===== src/include/angle_enc_pkg.sv =====
package angle_enc_pkg;
    // data widths
    localparam int ANGLE_W = 14;
    localparam int CFG_W = 8;
    localparam int NV_COUNT = 5;
    localparam int IMG_W = NV_COUNT * CFG_W;
    localparam int QUAD_W = 11;
    localparam int PCNT_W = 12;
    localparam int RED_W = 5;

    // register map
    localparam logic [ANGLE_W-1:0] ADDR_ZPOS_HIGH = 14'h0016;
    localparam logic [ANGLE_W-1:0] ADDR_ZPOS_LOW = 14'h0017;
    localparam logic [ANGLE_W-1:0] ADDR_CFG1 = 14'h0018;
    localparam logic [ANGLE_W-1:0] ADDR_CFG2 = 14'h0019;
    localparam logic [ANGLE_W-1:0] ADDR_RED = 14'h001A;
    localparam logic [ANGLE_W-1:0] ADDR_MAG = 14'h3FFD;
    localparam logic [ANGLE_W-1:0] ADDR_RAW = 14'h3FFE;
    localparam logic [ANGLE_W-1:0] ADDR_COMP = 14'h3FFF;

    // shadow register slots
    localparam int IDX_ZPOS_HIGH = 0;
    localparam int IDX_ZPOS_LOW = 1;
    localparam int IDX_CFG1 = 2;
    localparam int IDX_CFG2 = 3;
    localparam int IDX_RED = 4;

    // reset values
    localparam logic [CFG_W-1:0] NV_RESET_ZERO = 8'h00;
    localparam logic [CFG_W-1:0] CFG1_RESET = 8'h01;

    // field positions
    localparam int ZPL_MSB = 5;
    localparam int ZPL_HIGH_EN = 6;
    localparam int ZPL_LOW_EN = 7;
    localparam int C1_INDEX_WIDTH_SEL = 0;
    localparam int C1_NOISE = 1;
    localparam int C1_DIR = 2;
    localparam int C1_PIN_SEL = 3;
    localparam int C1_COMP_DIS = 4;
    localparam int C1_DATA_SEL = 6;
    localparam int C1_PWM_ON = 7;
    localparam int C2_PP_LSB = 0;
    localparam int C2_PP_W = 3;
    localparam int C2_HYS_LSB = 3;
    localparam int C2_HYS_W = 2;
    localparam int C2_RES = 5;

    // quadrature and commutation
    localparam logic [QUAD_W-1:0] QMAX_11 = 11'h7FF;
    localparam logic [QUAD_W-1:0] QMAX_10 = 11'h3FF;
    localparam logic [C2_PP_W-1:0] PP_CODE_TOP = 3'h7;
    localparam logic [16:0] SECTORS = 17'h00006;

    // pwm frame
    localparam logic [PCNT_W-1:0] PWM_INIT_LEN = 12'h00C;
    localparam logic [PCNT_W-1:0] PWM_ERR_LEN = 12'h004;
    localparam logic [PCNT_W-1:0] PWM_DATA_LEN = 12'hFFF;
    localparam logic [PCNT_W-1:0] PWM_TAIL_LEN = 12'h008;
    localparam int PWM_FRAME_LEN = 4119;
    localparam int PWM_PERIOD_NS = 444;
    localparam int CLK_MHZ = 20;
    localparam int PWM_DIV_RAW = (PWM_PERIOD_NS * CLK_MHZ) / 1000;
    localparam int PWM_DIV = (PWM_DIV_RAW < 1) ? 1 : PWM_DIV_RAW;
    localparam int DIV_W = 4;
    localparam logic [DIV_W-1:0] PWM_DIV_LAST = DIV_W'(PWM_DIV - 1);

    typedef enum logic [1:0] {PH_INIT, PH_ERRI, PH_DATA, PH_TAIL} pwm_phase_t;
endpackage : angle_enc_pkg


===== src/verilog/angle_output_encoders.sv =====
`timescale 1ns/1ps
module angle_output_encoders (
    // clock, reset, enable
    input wire logic clk_sys_i,
    input wire logic arst_n_i,
    input wire logic ce_i,
    // measurement front end
    input wire logic [angle_enc_pkg::ANGLE_W-1:0] magnitude_field_i,
    input wire logic [angle_enc_pkg::ANGLE_W-1:0] raw_angle_field_i,
    input wire logic [angle_enc_pkg::ANGLE_W-1:0] corrected_angle_field_i,
    input wire logic field_too_high_i,
    input wire logic field_too_low_i,
    input wire logic cordic_overflow_flag_i,
    input wire logic offset_loop_done_i,
    input wire logic startup_done_i,
    // register port
    input wire logic reg_wr_i,
    input wire logic reg_rd_i,
    input wire logic [angle_enc_pkg::ANGLE_W-1:0] reg_addr_i,
    input wire logic [angle_enc_pkg::ANGLE_W-1:0] reg_wdata_i,
    output logic [angle_enc_pkg::ANGLE_W-1:0] reg_rdata_o,
    // fuse array
    input wire logic otp_burned_i,
    input wire logic [angle_enc_pkg::IMG_W-1:0] otp_image_i,
    input wire logic otp_program_i,
    output logic otp_burn_o,
    output logic [angle_enc_pkg::IMG_W-1:0] otp_burn_data_o,
    // position pins
    output logic quad_a_o,
    output logic quad_b_o,
    output logic quad_index_o,
    output logic comm_u_o,
    output logic comm_v_o,
    output logic comm_w_o,
    output logic noise_setting_o
);
    import angle_enc_pkg::*;

    function automatic logic [CFG_W-1:0] nv_reset(input int idx);
        nv_reset = (idx == IDX_CFG1) ? CFG1_RESET : NV_RESET_ZERO;
    endfunction : nv_reset

    function automatic logic [C2_HYS_W-1:0] hyst_steps(
        input logic res10, input logic [C2_HYS_W-1:0] code);
        if (!res10)
            hyst_steps = 2'h3 - code;
        else
            hyst_steps = 2'h2 - code;
    endfunction : hyst_steps

    function automatic logic [C2_PP_W-1:0] pole_pairs(
        input logic [C2_PP_W-1:0] code);
        pole_pairs = (code == PP_CODE_TOP) ? PP_CODE_TOP : code + 3'h1;
    endfunction : pole_pairs

    function automatic logic [2:0] uvw_pattern(input logic [2:0] sector);
        unique case (sector)
            3'h0: uvw_pattern = 3'h4;
            3'h1: uvw_pattern = 3'h6;
            3'h2: uvw_pattern = 3'h2;
            3'h3: uvw_pattern = 3'h3;
            3'h4: uvw_pattern = 3'h1;
            default: uvw_pattern = 3'h5;
        endcase
    endfunction : uvw_pattern

    // configuration shadow registers and fuse handling
    logic [CFG_W-1:0] cfg_reg [NV_COUNT];
    logic [CFG_W-1:0] cfg_next [NV_COUNT];
    logic load_pending_reg, load_pending_next;
    logic otp_burn_reg, otp_burn_next;
    logic [IMG_W-1:0] burn_data_reg, burn_data_next;
    logic [IMG_W-1:0] image_fixed;
    logic [ANGLE_W-1:0] nv_off;
    logic nv_hit;

    always_comb begin
        image_fixed = otp_image_i;
        // repair bit addressed by the burned pointer field
        image_fixed[otp_image_i[IDX_RED*CFG_W +: RED_W]] = 1'b1;
        nv_off = reg_addr_i - ADDR_ZPOS_HIGH;
        nv_hit = (reg_addr_i >= ADDR_ZPOS_HIGH) && (reg_addr_i <= ADDR_RED);
        load_pending_next = load_pending_reg;
        otp_burn_next = otp_burn_reg;
        burn_data_next = burn_data_reg;
        for (int i = 0; i < NV_COUNT; i++) begin
            cfg_next[i] = cfg_reg[i];
        end
        if (ce_i) begin
            if (load_pending_reg) begin
                load_pending_next = 1'b0;
                if (otp_burned_i) begin
                    for (int i = 0; i < NV_COUNT; i++) begin
                        cfg_next[i] =
                            image_fixed[i*CFG_W +: CFG_W];
                    end
                end
            end else if (reg_wr_i && nv_hit) begin
                cfg_next[nv_off[2:0]] = reg_wdata_i[CFG_W-1:0];
            end
            // a burned array never gets a second burn pulse
            otp_burn_next = otp_program_i && !otp_burned_i
                && !otp_burn_reg;
            for (int i = 0; i < NV_COUNT; i++) begin
                burn_data_next[i*CFG_W +: CFG_W] = cfg_reg[i];
            end
        end
    end

    always_ff @(posedge clk_sys_i or negedge arst_n_i) begin
        if (!arst_n_i) begin
            for (int i = 0; i < NV_COUNT; i++) begin
                cfg_reg[i] <= nv_reset(i);
            end
            load_pending_reg <= 1'b1;
            otp_burn_reg <= 1'b0;
            burn_data_reg <= '0;
        end else begin
            for (int i = 0; i < NV_COUNT; i++) begin
                cfg_reg[i] <= cfg_next[i];
            end
            load_pending_reg <= load_pending_next;
            otp_burn_reg <= otp_burn_next;
            burn_data_reg <= burn_data_next;
        end
    end

    // field decode
    logic [ANGLE_W-1:0] zero_pos, angle_used, pos_rel, pos;
    logic index_width_sel, dir_inv, pin_sel, comp_dis, data_sel, pwm_on, res10;
    logic [C2_HYS_W-1:0] hys_code;
    logic [C2_PP_W-1:0] pp_code, ppc;
    logic hard_fault, mag_fault, diag_err;

    always_comb begin
        zero_pos = {cfg_reg[IDX_ZPOS_HIGH],
            cfg_reg[IDX_ZPOS_LOW][ZPL_MSB:0]};
        index_width_sel = cfg_reg[IDX_CFG1][C1_INDEX_WIDTH_SEL];
        dir_inv = cfg_reg[IDX_CFG1][C1_DIR];
        pin_sel = cfg_reg[IDX_CFG1][C1_PIN_SEL];
        comp_dis = cfg_reg[IDX_CFG1][C1_COMP_DIS];
        data_sel = cfg_reg[IDX_CFG1][C1_DATA_SEL];
        pwm_on = cfg_reg[IDX_CFG1][C1_PWM_ON];
        pp_code = cfg_reg[IDX_CFG2][C2_PP_LSB +: C2_PP_W];
        hys_code = cfg_reg[IDX_CFG2][C2_HYS_LSB +: C2_HYS_W];
        res10 = cfg_reg[IDX_CFG2][C2_RES];
        ppc = pole_pairs(pp_code);
        angle_used = comp_dis ? raw_angle_field_i
            : corrected_angle_field_i;
        pos_rel = angle_used - zero_pos;
        pos = dir_inv ? ({ANGLE_W{1'b0}} - pos_rel) : pos_rel;
        hard_fault = !offset_loop_done_i || cordic_overflow_flag_i;
        mag_fault = cfg_reg[IDX_ZPOS_LOW][ZPL_HIGH_EN]
            && cfg_reg[IDX_ZPOS_LOW][ZPL_LOW_EN]
            && (field_too_high_i || field_too_low_i);
        diag_err = hard_fault || mag_fault;
    end

    // quadrature counter with hysteresis
    logic [QUAD_W-1:0] qcnt_reg, qcnt_next, q_target, q_diff, q_mag, q_hyst;
    logic [QUAD_W-1:0] q_max;
    logic chase_reg, chase_next, q_move, q_neg, q_a, q_b, q_idx;

    always_comb begin
        q_target = res10 ? {1'b0, pos[ANGLE_W-1:4]}
            : pos[ANGLE_W-1:3];
        q_diff = q_target - qcnt_reg;
        if (res10) begin
            q_diff = {q_diff[QUAD_W-2], q_diff[QUAD_W-2:0]};
        end
        q_neg = q_diff[QUAD_W-1];
        q_mag = q_neg ? ({QUAD_W{1'b0}} - q_diff) : q_diff;
        q_hyst = {{(QUAD_W-C2_HYS_W){1'b0}},
            hyst_steps(res10, hys_code)};
        // once past the hysteresis band, chase the target all the way
        q_move = (q_diff != '0) && (chase_reg || (q_mag > q_hyst));
        qcnt_next = qcnt_reg;
        chase_next = chase_reg;
        if (ce_i) begin
            if (q_move) begin
                qcnt_next = q_neg ? qcnt_reg - 11'h001 : qcnt_reg + 11'h001;
            end
            if (res10) begin
                qcnt_next[QUAD_W-1] = 1'b0;
            end
            chase_next = q_move && (q_mag > 11'h001);
        end
        q_a = qcnt_reg[1] ^ qcnt_reg[0];
        q_b = qcnt_reg[1];
        q_max = res10 ? QMAX_10 : QMAX_11;
        if (index_width_sel) begin
            q_idx = (qcnt_reg == '0);
        end else begin
            q_idx = (qcnt_reg == '0) || (qcnt_reg == 11'h001)
                || (qcnt_reg == q_max);
        end
    end

    always_ff @(posedge clk_sys_i or negedge arst_n_i) begin
        if (!arst_n_i) begin
            qcnt_reg <= '0;
            chase_reg <= 1'b0;
        end else begin
            qcnt_reg <= qcnt_next;
            chase_reg <= chase_next;
        end
    end

    // commutation sector from the full-resolution angle
    logic [16:0] elec_full, sect_full;
    logic [2:0] uvw_raw;

    always_comb begin
        elec_full = 17'(pos) * 17'(ppc);
        sect_full = 17'(elec_full[ANGLE_W-1:0]) * SECTORS;
        uvw_raw = uvw_pattern(sect_full[16:14]);
    end

    // pwm frame generator
    pwm_phase_t phase_reg, phase_next;
    logic [PCNT_W-1:0] pcnt_reg, pcnt_next;
    logic [PCNT_W-1:0] frame_data_reg, frame_data_next;
    logic [DIV_W-1:0] div_reg, div_next;
    logic tick, pwm_level;

    always_comb begin
        tick = (div_reg == PWM_DIV_LAST);
        div_next = div_reg;
        pcnt_next = pcnt_reg;
        phase_next = phase_reg;
        frame_data_next = frame_data_reg;
        if (ce_i) begin
            div_next = tick ? '0 : div_reg + 4'h1;
            if (tick) begin
                pcnt_next = pcnt_reg + 12'h001;
                unique case (phase_reg)
                    PH_INIT: if (pcnt_reg == PWM_INIT_LEN - 12'h001) begin
                        phase_next = PH_ERRI;
                        pcnt_next = '0;
                    end
                    PH_ERRI: if (pcnt_reg == PWM_ERR_LEN - 12'h001) begin
                        phase_next = PH_DATA;
                        pcnt_next = '0;
                    end
                    PH_DATA: if (pcnt_reg == PWM_DATA_LEN - 12'h001) begin
                        phase_next = PH_TAIL;
                        pcnt_next = '0;
                    end
                    PH_TAIL: if (pcnt_reg == PWM_TAIL_LEN - 12'h001) begin
                        phase_next = PH_INIT;
                        pcnt_next = '0;
                        // angle is sampled once per frame so data never tears
                        frame_data_next = pos[ANGLE_W-1:2];
                    end
                endcase
            end
        end
        unique case (phase_reg)
            PH_INIT: pwm_level = 1'b1;
            PH_ERRI: pwm_level = !diag_err;
            PH_DATA: pwm_level = !diag_err
                && (pcnt_reg < frame_data_reg);
            PH_TAIL: pwm_level = 1'b0;
        endcase
    end

    always_ff @(posedge clk_sys_i or negedge arst_n_i) begin
        if (!arst_n_i) begin
            phase_reg <= PH_INIT;
            pcnt_reg <= '0;
            frame_data_reg <= '0;
            div_reg <= '0;
        end else begin
            phase_reg <= phase_next;
            pcnt_reg <= pcnt_next;
            frame_data_reg <= frame_data_next;
            div_reg <= div_next;
        end
    end

    // pin drivers and register read-back
    logic [2:0] abi_reg, abi_next, uvw_reg, uvw_next;
    logic [ANGLE_W-1:0] rdata_reg, rdata_next;

    always_comb begin
        abi_next = abi_reg;
        uvw_next = uvw_reg;
        rdata_next = rdata_reg;
        if (ce_i) begin
            if (!startup_done_i) begin
                abi_next = 3'h7;
                uvw_next = 3'h0;
            end else begin
                abi_next = diag_err ? 3'h7
                    : {q_a, q_b, q_idx};
                uvw_next = diag_err ? 3'h0 : uvw_raw;
                if (pwm_on && !pin_sel) begin
                    uvw_next[0] = pwm_level;
                end
                if (pwm_on && pin_sel) begin
                    abi_next[0] = pwm_level;
                end
            end
            if (reg_rd_i) begin
                if (nv_hit) begin
                    rdata_next = {6'h00, cfg_reg[nv_off[2:0]]};
                end else if (reg_addr_i == ADDR_MAG) begin
                    rdata_next = magnitude_field_i;
                end else if (reg_addr_i == ADDR_RAW) begin
                    rdata_next = raw_angle_field_i;
                end else if (reg_addr_i == ADDR_COMP) begin
                    rdata_next = data_sel ? raw_angle_field_i
                        : corrected_angle_field_i;
                end else begin
                    rdata_next = '0;
                end
            end
        end
    end

    always_ff @(posedge clk_sys_i or negedge arst_n_i) begin
        if (!arst_n_i) begin
            abi_reg <= 3'h7;
            uvw_reg <= 3'h0;
            rdata_reg <= '0;
        end else begin
            abi_reg <= abi_next;
            uvw_reg <= uvw_next;
            rdata_reg <= rdata_next;
        end
    end

    assign quad_a_o = abi_reg[2];
    assign quad_b_o = abi_reg[1];
    assign quad_index_o = abi_reg[0];
    assign comm_u_o = uvw_reg[2];
    assign comm_v_o = uvw_reg[1];
    assign comm_w_o = uvw_reg[0];
    assign reg_rdata_o = rdata_reg;
    assign otp_burn_o = otp_burn_reg;
    assign otp_burn_data_o = burn_data_reg;
    assign noise_setting_o = cfg_reg[IDX_CFG1][C1_NOISE];

    // helper: pwm clock periods elapsed in the current frame
    logic [12:0] fticks_reg;
    logic frame_end;
    assign frame_end = ce_i && tick && (phase_reg == PH_TAIL)
        && (pcnt_reg == PWM_TAIL_LEN - 12'h001);
    always_ff @(posedge clk_sys_i or negedge arst_n_i) begin
        if (!arst_n_i) begin
            fticks_reg <= '0;
        end else if (frame_end) begin
            fticks_reg <= '0;
        end else if (ce_i && tick) begin
            fticks_reg <= fticks_reg + 13'h0001;
        end
    end
endmodule : angle_output_encoders


===== config.mk =====
export PLATFORM = sky130hd
export DESIGN_NAME = angle_output_encoders
export DESIGN_NICKNAME = d
export VERILOG_FILES = /design/src/include/angle_enc_pkg.sv /design/src/verilog/angle_output_encoders.sv
export SDC_FILE = /design/constraint.sdc
export NUM_CORES = 1
export LEC_CHECK = 0
export BUFFER_PORTS_ARGS = -buffer_cell sky130_fd_sc_hd__buf_2
export CAP_MARGIN = 30
export CORE_MARGIN = 2
export CORE_UTILIZATION = 35
export DETAILED_ROUTE_END_ITERATION = 6
export PLACE_DENSITY = 0.52
export SLEW_MARGIN = 20
export SYNTH_ARGS = -nofsm -noshare
export SYNTH_HDL_FRONTEND = slang
export SYNTH_SLANG_ARGS = --single-unit

===== constraint.sdc =====
create_clock -name clk_sys_i -period 15.46 [get_ports clk_sys_i]
set_clock_uncertainty 0.2 [all_clocks]
set_input_delay 0 -clock clk_sys_i [delete_from_list [all_inputs] [get_ports clk_sys_i]]
set_output_delay 0 -clock clk_sys_i [all_outputs]
set_load 0.005 [all_outputs]

Yosys cells after proc, flatten, opt, wreduce, memory -nomap -nowiden:

Index checks and enable logic that the tools add are counted.

* add/sub/neg operators: 12
* $mul: 2
* order comparisons: 9
* equality and inequality tests: 23
* mux-type cells: 47
* bitwise logic cells: 3
* reductions and logical operators: 37

Operators with widths (count)
* $mux 40: 3
* $mux 14: 7
* $mux 11: 6
* $mux 12: 4
* $pmux 12 s4: 1
* $eq 14x14->1 const B: 3
* $bwmux 40: 1
* $or 40x32->40: 1
* $bmux 8 s3: 1
* $demux 8 s3: 1
* $mux 8: 3
* $mul 14x2->16 const B: 1
* $mux 3: 5
* $pmux 3 s5: 1
* $ge 14x5->1 const B: 1
* $le 14x5->1 const B: 1
* $mul 14x3->14: 1
* $sub 1x14->14 const A: 1
* $sub 14x14->14: 1
* $logic_and 1x1->1: 13
* $add 12x1->12 const B: 1
* $eq 12x12->1 const B: 1
* $eq 12x2->1 const B: 1
* $eq 12x3->1 const B: 1
* other kinds (44): 73

* register bits: 144
* input port bits: 122
* output and inout port bits: 62
* logic and storage cells: 151

Logic depth before layout (Yosys ltp):

Gate-level depths: netlist of run 1.

* depth in word-level cells: 14
* gate-level depth with buffers: 34

Least setup slack after synthesis of run 1:

OpenSTA, ideal clock, no wires.

* path type: register -> register
* start: register cfg_reg[20] in the netlist's numbering
* end: register qcnt_reg[1]
* arrival time: 6684 ps
* required time: 15181 ps
* slack: 8496 ps
* stages on the path, launching flop included: 34
* path buffers: 3
* cells stage by stage: dfrtp_1 > clkbuf_1 > buf_1 > mux2i_1 > ha_1 > inv_1 > fa_1 > a21o_1 > a21oi_1 > xnor2_1 > a211oi_2 > nor2_1 > xor2_1 > mux2_2 > ha_1 > nor2b_1 > o31a_1 > o31ai_1 > a21oi_1 > a21o_1 > a21oi_1 > xnor2_1 > xnor2_2 > o21ai_4 > mux2i_1 > ha_1 > a21oi_1 > a21oi_1 > or2_2 > nor2_1 > nand3_1 > buf_2 > nand2_1 > mux2i_1

* longest elaborated chain between the ends: 13

Ends and longest elaborated chain
* start, declared: line angle_output_encoders.sv:68 `logic [CFG_W-1:0] cfg_reg [NV_COUNT];`
* start signal, assigned by index: line angle_output_encoders.sv:113 `cfg_reg[i] <= nv_reset(i);`
* start signal, assigned by index: line angle_output_encoders.sv:120 `cfg_reg[i] <= cfg_next[i];`
* $mux 14 *: line angle_output_encoders.sv:148 `angle_used = comp_dis ? raw_angle_field_i`
* $sub 14x14->14 *: line angle_output_encoders.sv:150 `pos_rel = angle_used - zero_pos;`
* $sub 1x14->14: line angle_output_encoders.sv:151 `pos = dir_inv ? ({ANGLE_W{1'b0}} - pos_rel) : pos_rel;`
* $mux 14 *: line angle_output_encoders.sv:151
* $mux 11 *: line angle_output_encoders.sv:165 `q_target = res10 ? {1'b0, pos[ANGLE_W-1:4]}`
* $sub 11x11->11 *: line angle_output_encoders.sv:167 `q_diff = q_target - qcnt_reg;`
* $mux 11 *: line angle_output_encoders.sv:168 `if (res10) begin`
* $sub 1x11->11: line angle_output_encoders.sv:172 `q_mag = q_neg ? ({QUAD_W{1'b0}} - q_diff) : q_diff;`
* $mux 11: line angle_output_encoders.sv:172
* $gt 11x2->1: line angle_output_encoders.sv:176 `q_move = (q_diff != '0) && (chase_reg || (q_mag > q_hyst));`
* $logic_or 1x1->1: line angle_output_encoders.sv:176
* $logic_and 1x1->1: line angle_output_encoders.sv:176
* $reduce_and 2->1 (no line)
* end signal, assigned: line angle_output_encoders.sv:204 `qcnt_reg <= qcnt_next;`
* end, declared: line angle_output_encoders.sv:160 `logic [QUAD_W-1:0] qcnt_reg, qcnt_next, q_target, q_diff, q_mag, q_hyst;`

Mark *: on every way between the ends. The rest lies on a longest branch, timed or not.
A chain may end at the register's enable or synchronous reset.

Worst setup path in the final report of run 1:

* start: register cfg_reg[20] in the netlist's numbering
* end: register qcnt_reg[10]

* longest elaborated chain between the ends: 14

Ends and longest elaborated chain (line)
* $mux 14 *: angle_output_encoders.sv:148
* $sub 14x14->14 *: angle_output_encoders.sv:150
* $sub 1x14->14: angle_output_encoders.sv:151
* $mux 14 *: angle_output_encoders.sv:151
* $mux 11 *: angle_output_encoders.sv:165
* $sub 11x11->11 *: angle_output_encoders.sv:167
* $mux 11 *: angle_output_encoders.sv:168
* $sub 1x11->11: angle_output_encoders.sv:172
* $mux 11: angle_output_encoders.sv:172
* $gt 11x2->1: angle_output_encoders.sv:176
* $logic_or 1x1->1: angle_output_encoders.sv:176
* $logic_and 1x1->1: angle_output_encoders.sv:176
* $reduce_bool 2->1 (no line)
* $reduce_and 2->1 (no line)

Mark *: on every way between the ends. The rest lies on a longest branch, timed or not. The select of a mux whose other input is x is not followed.

==> results.json, run 1 <==
{
  "internal_power_w": 0.0008931,
  "syn_inst": 1321,
  "vdd_drop_max_mv": 0.07940,
  "stdcell_count": 2007,
  "p_clk_share_pct": 29.7,
  "critPathMaxStageDelay_ns": 0.83,
  "rows": 66,
  "min_path_type": "in -> reg",
  "drv_cap": 0,
  "synth_seq_cells": 144,
  "yosysWarnings": 0,
  "first_iter_violations": 760,
  "cts_tree": "yes",
  "cts_made_buffers": 17,
  "fmax_mhz": 119.8,
  "start_kind": "register",
  "start_util_pct": 35.75,
  "post_cts_resized": 0,
  "rsz0062_at_grt": "false",
  "status": "finished clean",
  "grt_usage_pct": 21.47,
  "die_w_um": 186.8,
  "cts.htree.levels": 4,
  "cts-root-buf": "clkbuf_16",
  "combPwrFrac_pct": 39.8,
  "p_sw_w": 0.0005481,
  "ys_seq_area_share_pct": 30.88,
  "hold_viol": 0,
  "core_area_um2": 32700,
  "place_inst": 1877,
  "required_ns": 15.63,
  "dpl.hpwl_mm": 28.03,
  "nNetsFinal": 1766,
  "slew_headroom_pct": 34.89,
  "p_leak_nw": 6.389,
  "cts.sinks": 144,
  "first_global_vias": 10570,
  "fillers": 3255,
  "netlist_area_um2": 11690,
  "syn_avg_cell_area_um2": 8.850,
  "antenna_found_initial": 1,
  "dr_total_vias": 10920,
  "synth_nets": 1536,
  "avgViaCountPerCell": 5.440,
  "path_common_cell": "a21oi_1",
  "clockBufferDepth": 2,
  "pwr-share-seq_pct": 30.5,
  "insertion_delay_ns": 0.45,
  "crit_slowest_cell": "dfrtp_1",
  "grt_max_degree": 72,
  "io_buffer_count": 177,
  "setup_viol": 0,
  "drc": 0,
  "grt_overflow": 0,
  "sw_frac_of_total_pct": 38.03,
  "cp_data_arrival_time_ns": 8.51,
  "worst_pin_slew_ns": 0.9521,
  "io_pins": 184,
  "final_max_slew_viol_count": 0,
  "crit_path_end_kind": "register",
  "wl_per_cell_um": 18.69,
  "postCtsSetupBuffers": 0,
  "clk_pin_slew_worst_paths_ns": 0.07,
  "place.gp.congestion": 0.8815,
  "synthDistinctLibCells": 84,
  "critPathKind": "reg -> reg",
  "finalCritPeriodShare_pct": 53.99,
  "dr.pass1.iters": 5,
  "power.density_nw_per_um2": 99.38,
  "antenna_left": 0,
  "largest_reg_flops": 40,
  "whs_ns": 0.02831,
  "critPathMaxFanout": 18,
  "syn_to_final_growth_pct": 24.05,
  "dieHeight_um": 186.8,
  "synth-async-reset-ratio_pct": 100.0,
  "synth_edf_count": 0,
  "grt_pass1_wl_mm": 59.17,
  "hold_buffers": 96,
  "routed_wl_mm": 37.52,
  "final.setup.tns_ns": 0,
  "dieArea_um2": 34880,
  "ys.flop_type": "dfrtp_1",
  "fin_crit_ns": 8.347,
  "drive_gt1_share_pct": 21.16
}
[worst max-delay path, delay by kind of cell (launching register included)]
kind | cells | cell delay, ns
flops | 1 | 0.83
mux | 3 | 0.88
buf+inv | 1 | 0.05
fa+ha+maj | 4 | 1.13
xor+xnor | 4 | 1.04
simple gates | 5 | 1.03
compound gates | 13 | 3.11
[cell families (layout without fill, tap and decap cells)]
kind of cell	count (synthesis)	count (layout)	share of synthesized area, %
flops	144	144	30.88
fa+ha+maj	93	93	10.85
xor+xnor	63	63	5.041
compound gates	357	357	20.78
simple gates	405	405	17.16
other cells	0	1	0
mux	104	104	10.08
buf+inv	155	398	5.212
[metal layers]
layer	up-vias	share of wire [%]	track usage [%]
met3	41	4.4	3.743
met2	313	48	35.44
met4	0	2.0	5.952
met1	5258	46	28.90
li1	5306	-	-
met5	-	0	0
[power by group through the flow]
stage | Combinational (W) | Sequential (W) | Clock (W)
after floorplan | 0.000430 | 0.000434 | 0
after global placement | 0.000546 | 0.000446 | 0
after detailed placement | 0.000556 | 0.000446 | 0
after CTS | 0.000572 | 0.000440 | 0.000440
after global routing | 0.000643 | 0.000445 | 0.000455
final | 0.000574 | 0.000440 | 0.000428
[cells in the final DEF, fill, tap and decap left out, types with 21 or more instances in the layout]
cell           instances
a21o_1                25
a21oi_1               84
a221oi_1              23
a22oi_1               22
buf_2                177
dfrtp_1              139
dlygate4sd3_1         95
ha_1                  79
inv_1                 84
mux2_2                76
mux2i_1               24
nand2_1              107
nand2b_1              21
nand3_1               30
nor2_1               103
nor3_1                38
o21ai_0               69
o22ai_1               37
xnor2_1               38
xor2_1                21
[through the flow]
| stage | cell area, um^2 | total power, W | setup slack (ns) | util [%] |
|---|---|---|---|---|
| floorplan | 11690 | 0.0008642 | 8.496 | - |
| global placement | 12890 | 0.0009917 | 7.183 | 39.43 |
| detailed placement | 12900 | 0.001002 | 7.105 | 39.45 |
| CTS | 14470 | 0.001452 | 7.088 | 44.26 |
| global route | 14500 | 0.001542 | 6.460 | 44.35 |
| finish | 14500 | 0.001441 | 7.113 | 44.35 |
[worst paths after layout]
| kind | startpoint | end | slack (ns) | cells past startpoint |
|---|---|---|---|---|
| min in group asynchronous | arst_n_i | cfg_reg[11]$_DFFE_PN0P_ | 0.27 | 3 |
| max in group asynchronous | arst_n_i | abi_reg[0]$_DFFE_PN1P_ | 13.94 | 5 |
| max reg2reg | cfg_reg[20]$_DFFE_PN0P_ | qcnt_reg[10]$_DFFE_PN0P_ | 7.11 | 30 |
| min reg2reg | reg_rdata_o[1]$_DFFE_PN0P_ | reg_rdata_o[1]$_DFFE_PN0P_ | 0.28 | 2 |
| max | cfg_reg[20]$_DFFE_PN0P_ | qcnt_reg[10]$_DFFE_PN0P_ | 7.11 | 30 |
| min | cordic_overflow_flag_i | uvw_reg[0]$_DFFE_PN0P_ | 0.03 | 5 |
[cells in the mapped netlist, types with 4 or more instances]
cell type | number | area, um^2
nand4_1 | 17 | 106.4
nor3b_1 | 6 | 45.04
a2111oi_0 | 10 | 87.58
a22oi_1 | 22 | 165.2
dfstp_2 | 5 | 131.4
a21o_1 | 25 | 187.7
xnor2_1 | 38 | 332.8
a211oi_1 | 4 | 30.03
o41ai_1 | 4 | 35.03
o21bai_1 | 5 | 37.54
nor2_1 | 103 | 386.6
nand2b_1 | 21 | 131.4
mux2_2 | 76 | 855.8
nand3_1 | 30 | 150.1
a221oi_1 | 23 | 201.4
nor2b_1 | 12 | 75.07
nor3_1 | 38 | 190.2
a311o_1 | 4 | 40.04
nand2_1 | 107 | 401.6
or2_2 | 4 | 25.02
a311oi_1 | 4 | 35.03
fa_1 | 14 | 280.3
buf_2 | 7 | 35.03
o22ai_1 | 37 | 231.5
and3_1 | 12 | 75.07
o211ai_1 | 7 | 52.55
nand3b_1 | 4 | 30.03
o21a_1 | 7 | 52.55
buf_1 | 14 | 52.55
nor4_1 | 7 | 43.79
o31ai_1 | 9 | 67.56
or4_1 | 13 | 97.59
xor2_1 | 21 | 183.9
o21ai_0 | 69 | 345.3
inv_1 | 84 | 315.3
clkbuf_1 | 46 | 172.7
a21oi_1 | 84 | 420.4
a31oi_1 | 4 | 25.02
ha_1 | 79 | 988.5
mux2i_1 | 24 | 240.2
dfrtp_1 | 139 | 3478
o22a_1 | 6 | 52.55
nand4b_1 | 4 | 35.03
or3_1 | 6 | 37.54
and2_1 | 9 | 56.30
[cell type report]
cell class | instances | area (um^2) | share of cell area, %
antenna | 1 | 2.502 | 0.01725
multi-input combinational | 1022 | 7476 | 51.55
timing repair buffer | 281 | 1948 | 13.43
sequential | 144 | 3610 | 24.89
clock buffer | 19 | 442.9 | 3.054
tap | 442 | 553.0 | 3.813
inverter | 85 | 319.1 | 2.200
clock inverter | 13 | 151.4 | 1.044
Note: power is estimated with default switching activity, not from simulation.
==> run 2, diff against run 1 <==
ABC_AREA = 1   (was default)
PLACE_DENSITY = 0.54   (was 0.52)
clock period = 7.35 ns   (was 15.46 ns; I/O delays follow)
==> run 2 against run 1 <==
Net effect:
- design area increased by 4.0%
- area after synthesis hardly changed
- non-clock buffer count up 45
- synthesized cell count increased by 29%
- wire length increased by 5.5%
- total power rose to 4.5 times the previous value
- setup slack got worse by 6.6 ns
- combinational power increased to 7.9 times the previous value
- critical path type unchanged
- largest cell class unchanged
==> results.json, run 2 <==
{
  "dieArea_um2": 34910,
  "final_cell_mix": "446 x nand2_1, 248 x inv_1, 191 x o21ai_0",
  "yosysWarnings": 0,
  "dpl.hpwl_mm": 30.33,
  "place_ws_ns": 0.2656,
  "drv_cap": 0,
  "synthDistinctLibCells": 50,
  "reg2regPathDepth": 39,
  "combPwrFrac_pct": 70.1,
  "drive_gt1_share_pct": 14.21,
  "syn_avg_cell_area_um2": 6.879,
  "internal_power_w": 0.003113,
  "drc": 0,
  "min_from": "reg_wdata_i[7]",
  "ys.flop_type": "dfrtp_1",
  "final_max_slew_viol_count": 0,
  "grt_usage_pct": 22.77,
  "dieHeight_um": 186.8,
  "first_global_vias": 12190,
  "pwr-share-seq_pct": 15.9,
  "netlist_area_um2": 11700,
  "utilization_pct": 46.13,
  "insertion_delay_ns": 0.44,
  "crit_path_end_kind": "register",
  "path_common_cell": "nand2_1",
  "p_clk_share_pct": 14.0,
  "io_buffer_count": 177,
  "cts-root-buf": "clkbuf_16",
  "r2r-start": "cfg_reg[20]$_DFFE_PN0P_",
  "dr.pass1.iters": 5,
  "crit_slowest_cell": "fa_1",
  "start_kind": "register",
  "yosysMostFrequentCell": "nand2_1",
  "r2r_slack_ns": 0.53,
  "core_area_um2": 32700,
  "clk_pin_slew_worst_paths_ns": 0.07,
  "required_ns": 7.48,
  "vdd_drop_max_mv": 0.5219,
  "place_area_um2": 13080,
  "fmax_mhz": 146.6,
  "worst_pin_slew_ns": 0.9687,
  "fin_crit_ns": 6.820,
  "clockBufferDepth": 2,
  "synth_top_area_share_pct": 29.73,
  "critPathMaxFanout": 20,
  "slew_headroom_pct": 35.42,
  "wl_per_cell_um": 16.12,
  "cts_tree": "yes",
  "antenna_found_initial": 0,
  "hold_end": "cfg_reg[39]$_DFFE_PN0P_",
  "grt_overflow": 0,
  "cts_made_buffers": 17,
  "hold_viol": 0,
  "routed_wl_mm": 39.57,
  "fillers": 3342,
  "final_common_cell": "nand2_1",
  "finalCritPeriodShare_pct": 92.79,
  "io_pins": 184,
  "synth_top_family_by_area": "simple AND/OR/NAND/NOR gates",
  "cts.sinks": 144,
  "worst_slack_ns": 0.5296,
  "yosys.area.top_type": "dfrtp_1",
  "hold_depth": 5,
  "synth-async-reset-ratio_pct": 100.0,
  "dr_total_vias": 12280,
  "synth_mux_area_share_pct": 0.08554,
  "cp_data_arrival_time_ns": 6.95,
  "avgViaCountPerCell": 5.006,
  "r2r-end": "uvw_reg[0]$_DFFE_PN0P_",
  "first_iter_violations": 800,
  "synth_nets": 1916,
  "critPathMaxStageDelay_ns": 0.52,
  "design_area_um2": 15080,
  "p_sw_w": 0.003337,
  "largest_reg_flops": 40,
  "place_inst": 2291,
  "postCtsSetupBuffers": 0,
  "grt_max_degree": 86,
  "synth.area.top_cells": "dfrtp_1 30%, nand2_1 14%, ha_1 8.4%",
  "start_util_pct": 35.78,
  "synth_compound_area_share_pct": 17.91,
  "critPathKind": "reg -> reg",
  "die_w_um": 186.8,
  "ys_seq_area_share_pct": 30.85,
  "antenna_left": 0,
  "p_leak_nw": 7.772,
  "synth_common_cells": "447 x nand2_1, 251 x inv_1, 195 x o21ai_0",
  "nNetsFinal": 2214,
  "stdcell_count": 2454,
  "synth_seq_cells": 144,
  "sw_frac_of_total_pct": 51.74,
  "setup_viol": 0,
  "place.gp.congestion": 0.9042,
  "grt_pass1_wl_mm": 63.79,
  "min_path_type": "in -> reg",
  "syn_inst": 1701,
  "syn_to_final_growth_pct": 28.91,
  "synth_xor_xnor_area_share_pct": 3.892,
  "status": "finished clean",
  "power.density_nw_per_um2": 427.6,
  "cts.htree.levels": 4,
  "antenna_cells": 0,
  "rows": 66,
  "yosys.area_share.simple_pct": 26.52,
  "synth_edf_count": 0,
  "synth_adder_area_share_pct": 10.84
}
==> run 2: cell count changes after synthesis, sizes merged, moves of 34 or more <==
| cell | previous run | this run |
|---|---|---|
| mux2 | 77 | 0 |
| nand2 | 107 | 459 |
| nand3 | 31 | 90 |
| inv | 84 | 255 |
| o21ai | 72 | 197 |
| xnor2 | 41 | 7 |
==> run 2: cell families (layout without fill, tap and decap cells) <==
kind of cell    after synthesis  in the layout
simple gates                723            723
compound gates              385            385
buf+inv                     303            614
flops                       144            144
fa+ha+maj                    93             93
xor+xnor                     52             52
mux                           1              1
==> run 2: layout make-up <==
type	count	area [um^2]	share of cell area [%]
multi-input cells	1254	7007	46.45
flip-flops and latches	144	3611	23.94
repair buffers	326	2354	15.60
inverters	256	964.7	6.395
well taps	442	553.0	3.666
clock buffers	19	442.9	2.936
clock inverters	13	152.6	1.012
==> run 2: per-stage QoR <==
step                hold slack [ns]  power, W  setup TNS [ns]
floorplan                   -0.4956  0.004184               0
global placement            -0.1071  0.005134               0
detailed placement          -0.1065  0.005221               0
CTS                         0.01273  0.006194               0
global route                0.07275  0.007114        -0.03988
finish                      0.04399  0.006451               0
==> run 2: power groups by stage <==
stage	logic, W	clock network (W)	registers, W
floorplan	0.00319	0	0.000992
global placement	0.00410	0	0.00104
detailed placement	0.00418	0	0.00104
CTS	0.00425	0.000916	0.00102
global route	0.00512	0.000954	0.00104
finish	0.00452	0.000901	0.00103
==> run 2: timing repair <==
item / in CTS / in global routing
endpoints found under the setup margin: 0 / 14
hold endpoints to repair: 141 / 0
resized for setup: 0 / 24
hold buffers: 128 / 0
==> run 2: how the worst max path moves through the flow <==
| stage | from | end | slack, ns | depth (start not counted) |
|---|---|---|---|---|
| after detailed placement | cfg_reg[20]$_DFFE_PN0P_ | uvw_reg[0]$_DFFE_PN0P_ | 0.27 | 36 |
| after global routing | cfg_reg[20]$_DFFE_PN0P_ | uvw_reg[0]$_DFFE_PN0P_ | -0.04 | 40 |
| final | cfg_reg[20]$_DFFE_PN0P_ | uvw_reg[0]$_DFFE_PN0P_ | 0.53 | 39 |
| after floorplan | cfg_reg[20]$_DFFE_PN0P_ | uvw_reg[0]$_DFFE_PN0P_ | 1.19 | 36 |
| after CTS | cfg_reg[20]$_DFFE_PN0P_ | uvw_reg[0]$_DFFE_PN0P_ | 0.21 | 36 |
| after global placement | cfg_reg[20]$_DFFE_PN0P_ | uvw_reg[0]$_DFFE_PN0P_ | 0.39 | 36 |
==> run 2: per-layer routing <==
layer  track usage, %  wire length, um
met1            28.87            17490
met2            39.48            18930
met3            4.296             2270
met4            6.380              875
met5                0                0
==> run 2: worst max-delay path: cells and delay by family (launching register included) <==
kind	cells	cell delay (ns)
adders and majority gates	7	2.46
AOI/OAI and AO/OA	14	1.89
and+or+nand+nor	9	0.65
buffers and inverters	7	0.55
xor gates and xnor gates	2	0.54
DFF	1	0.44
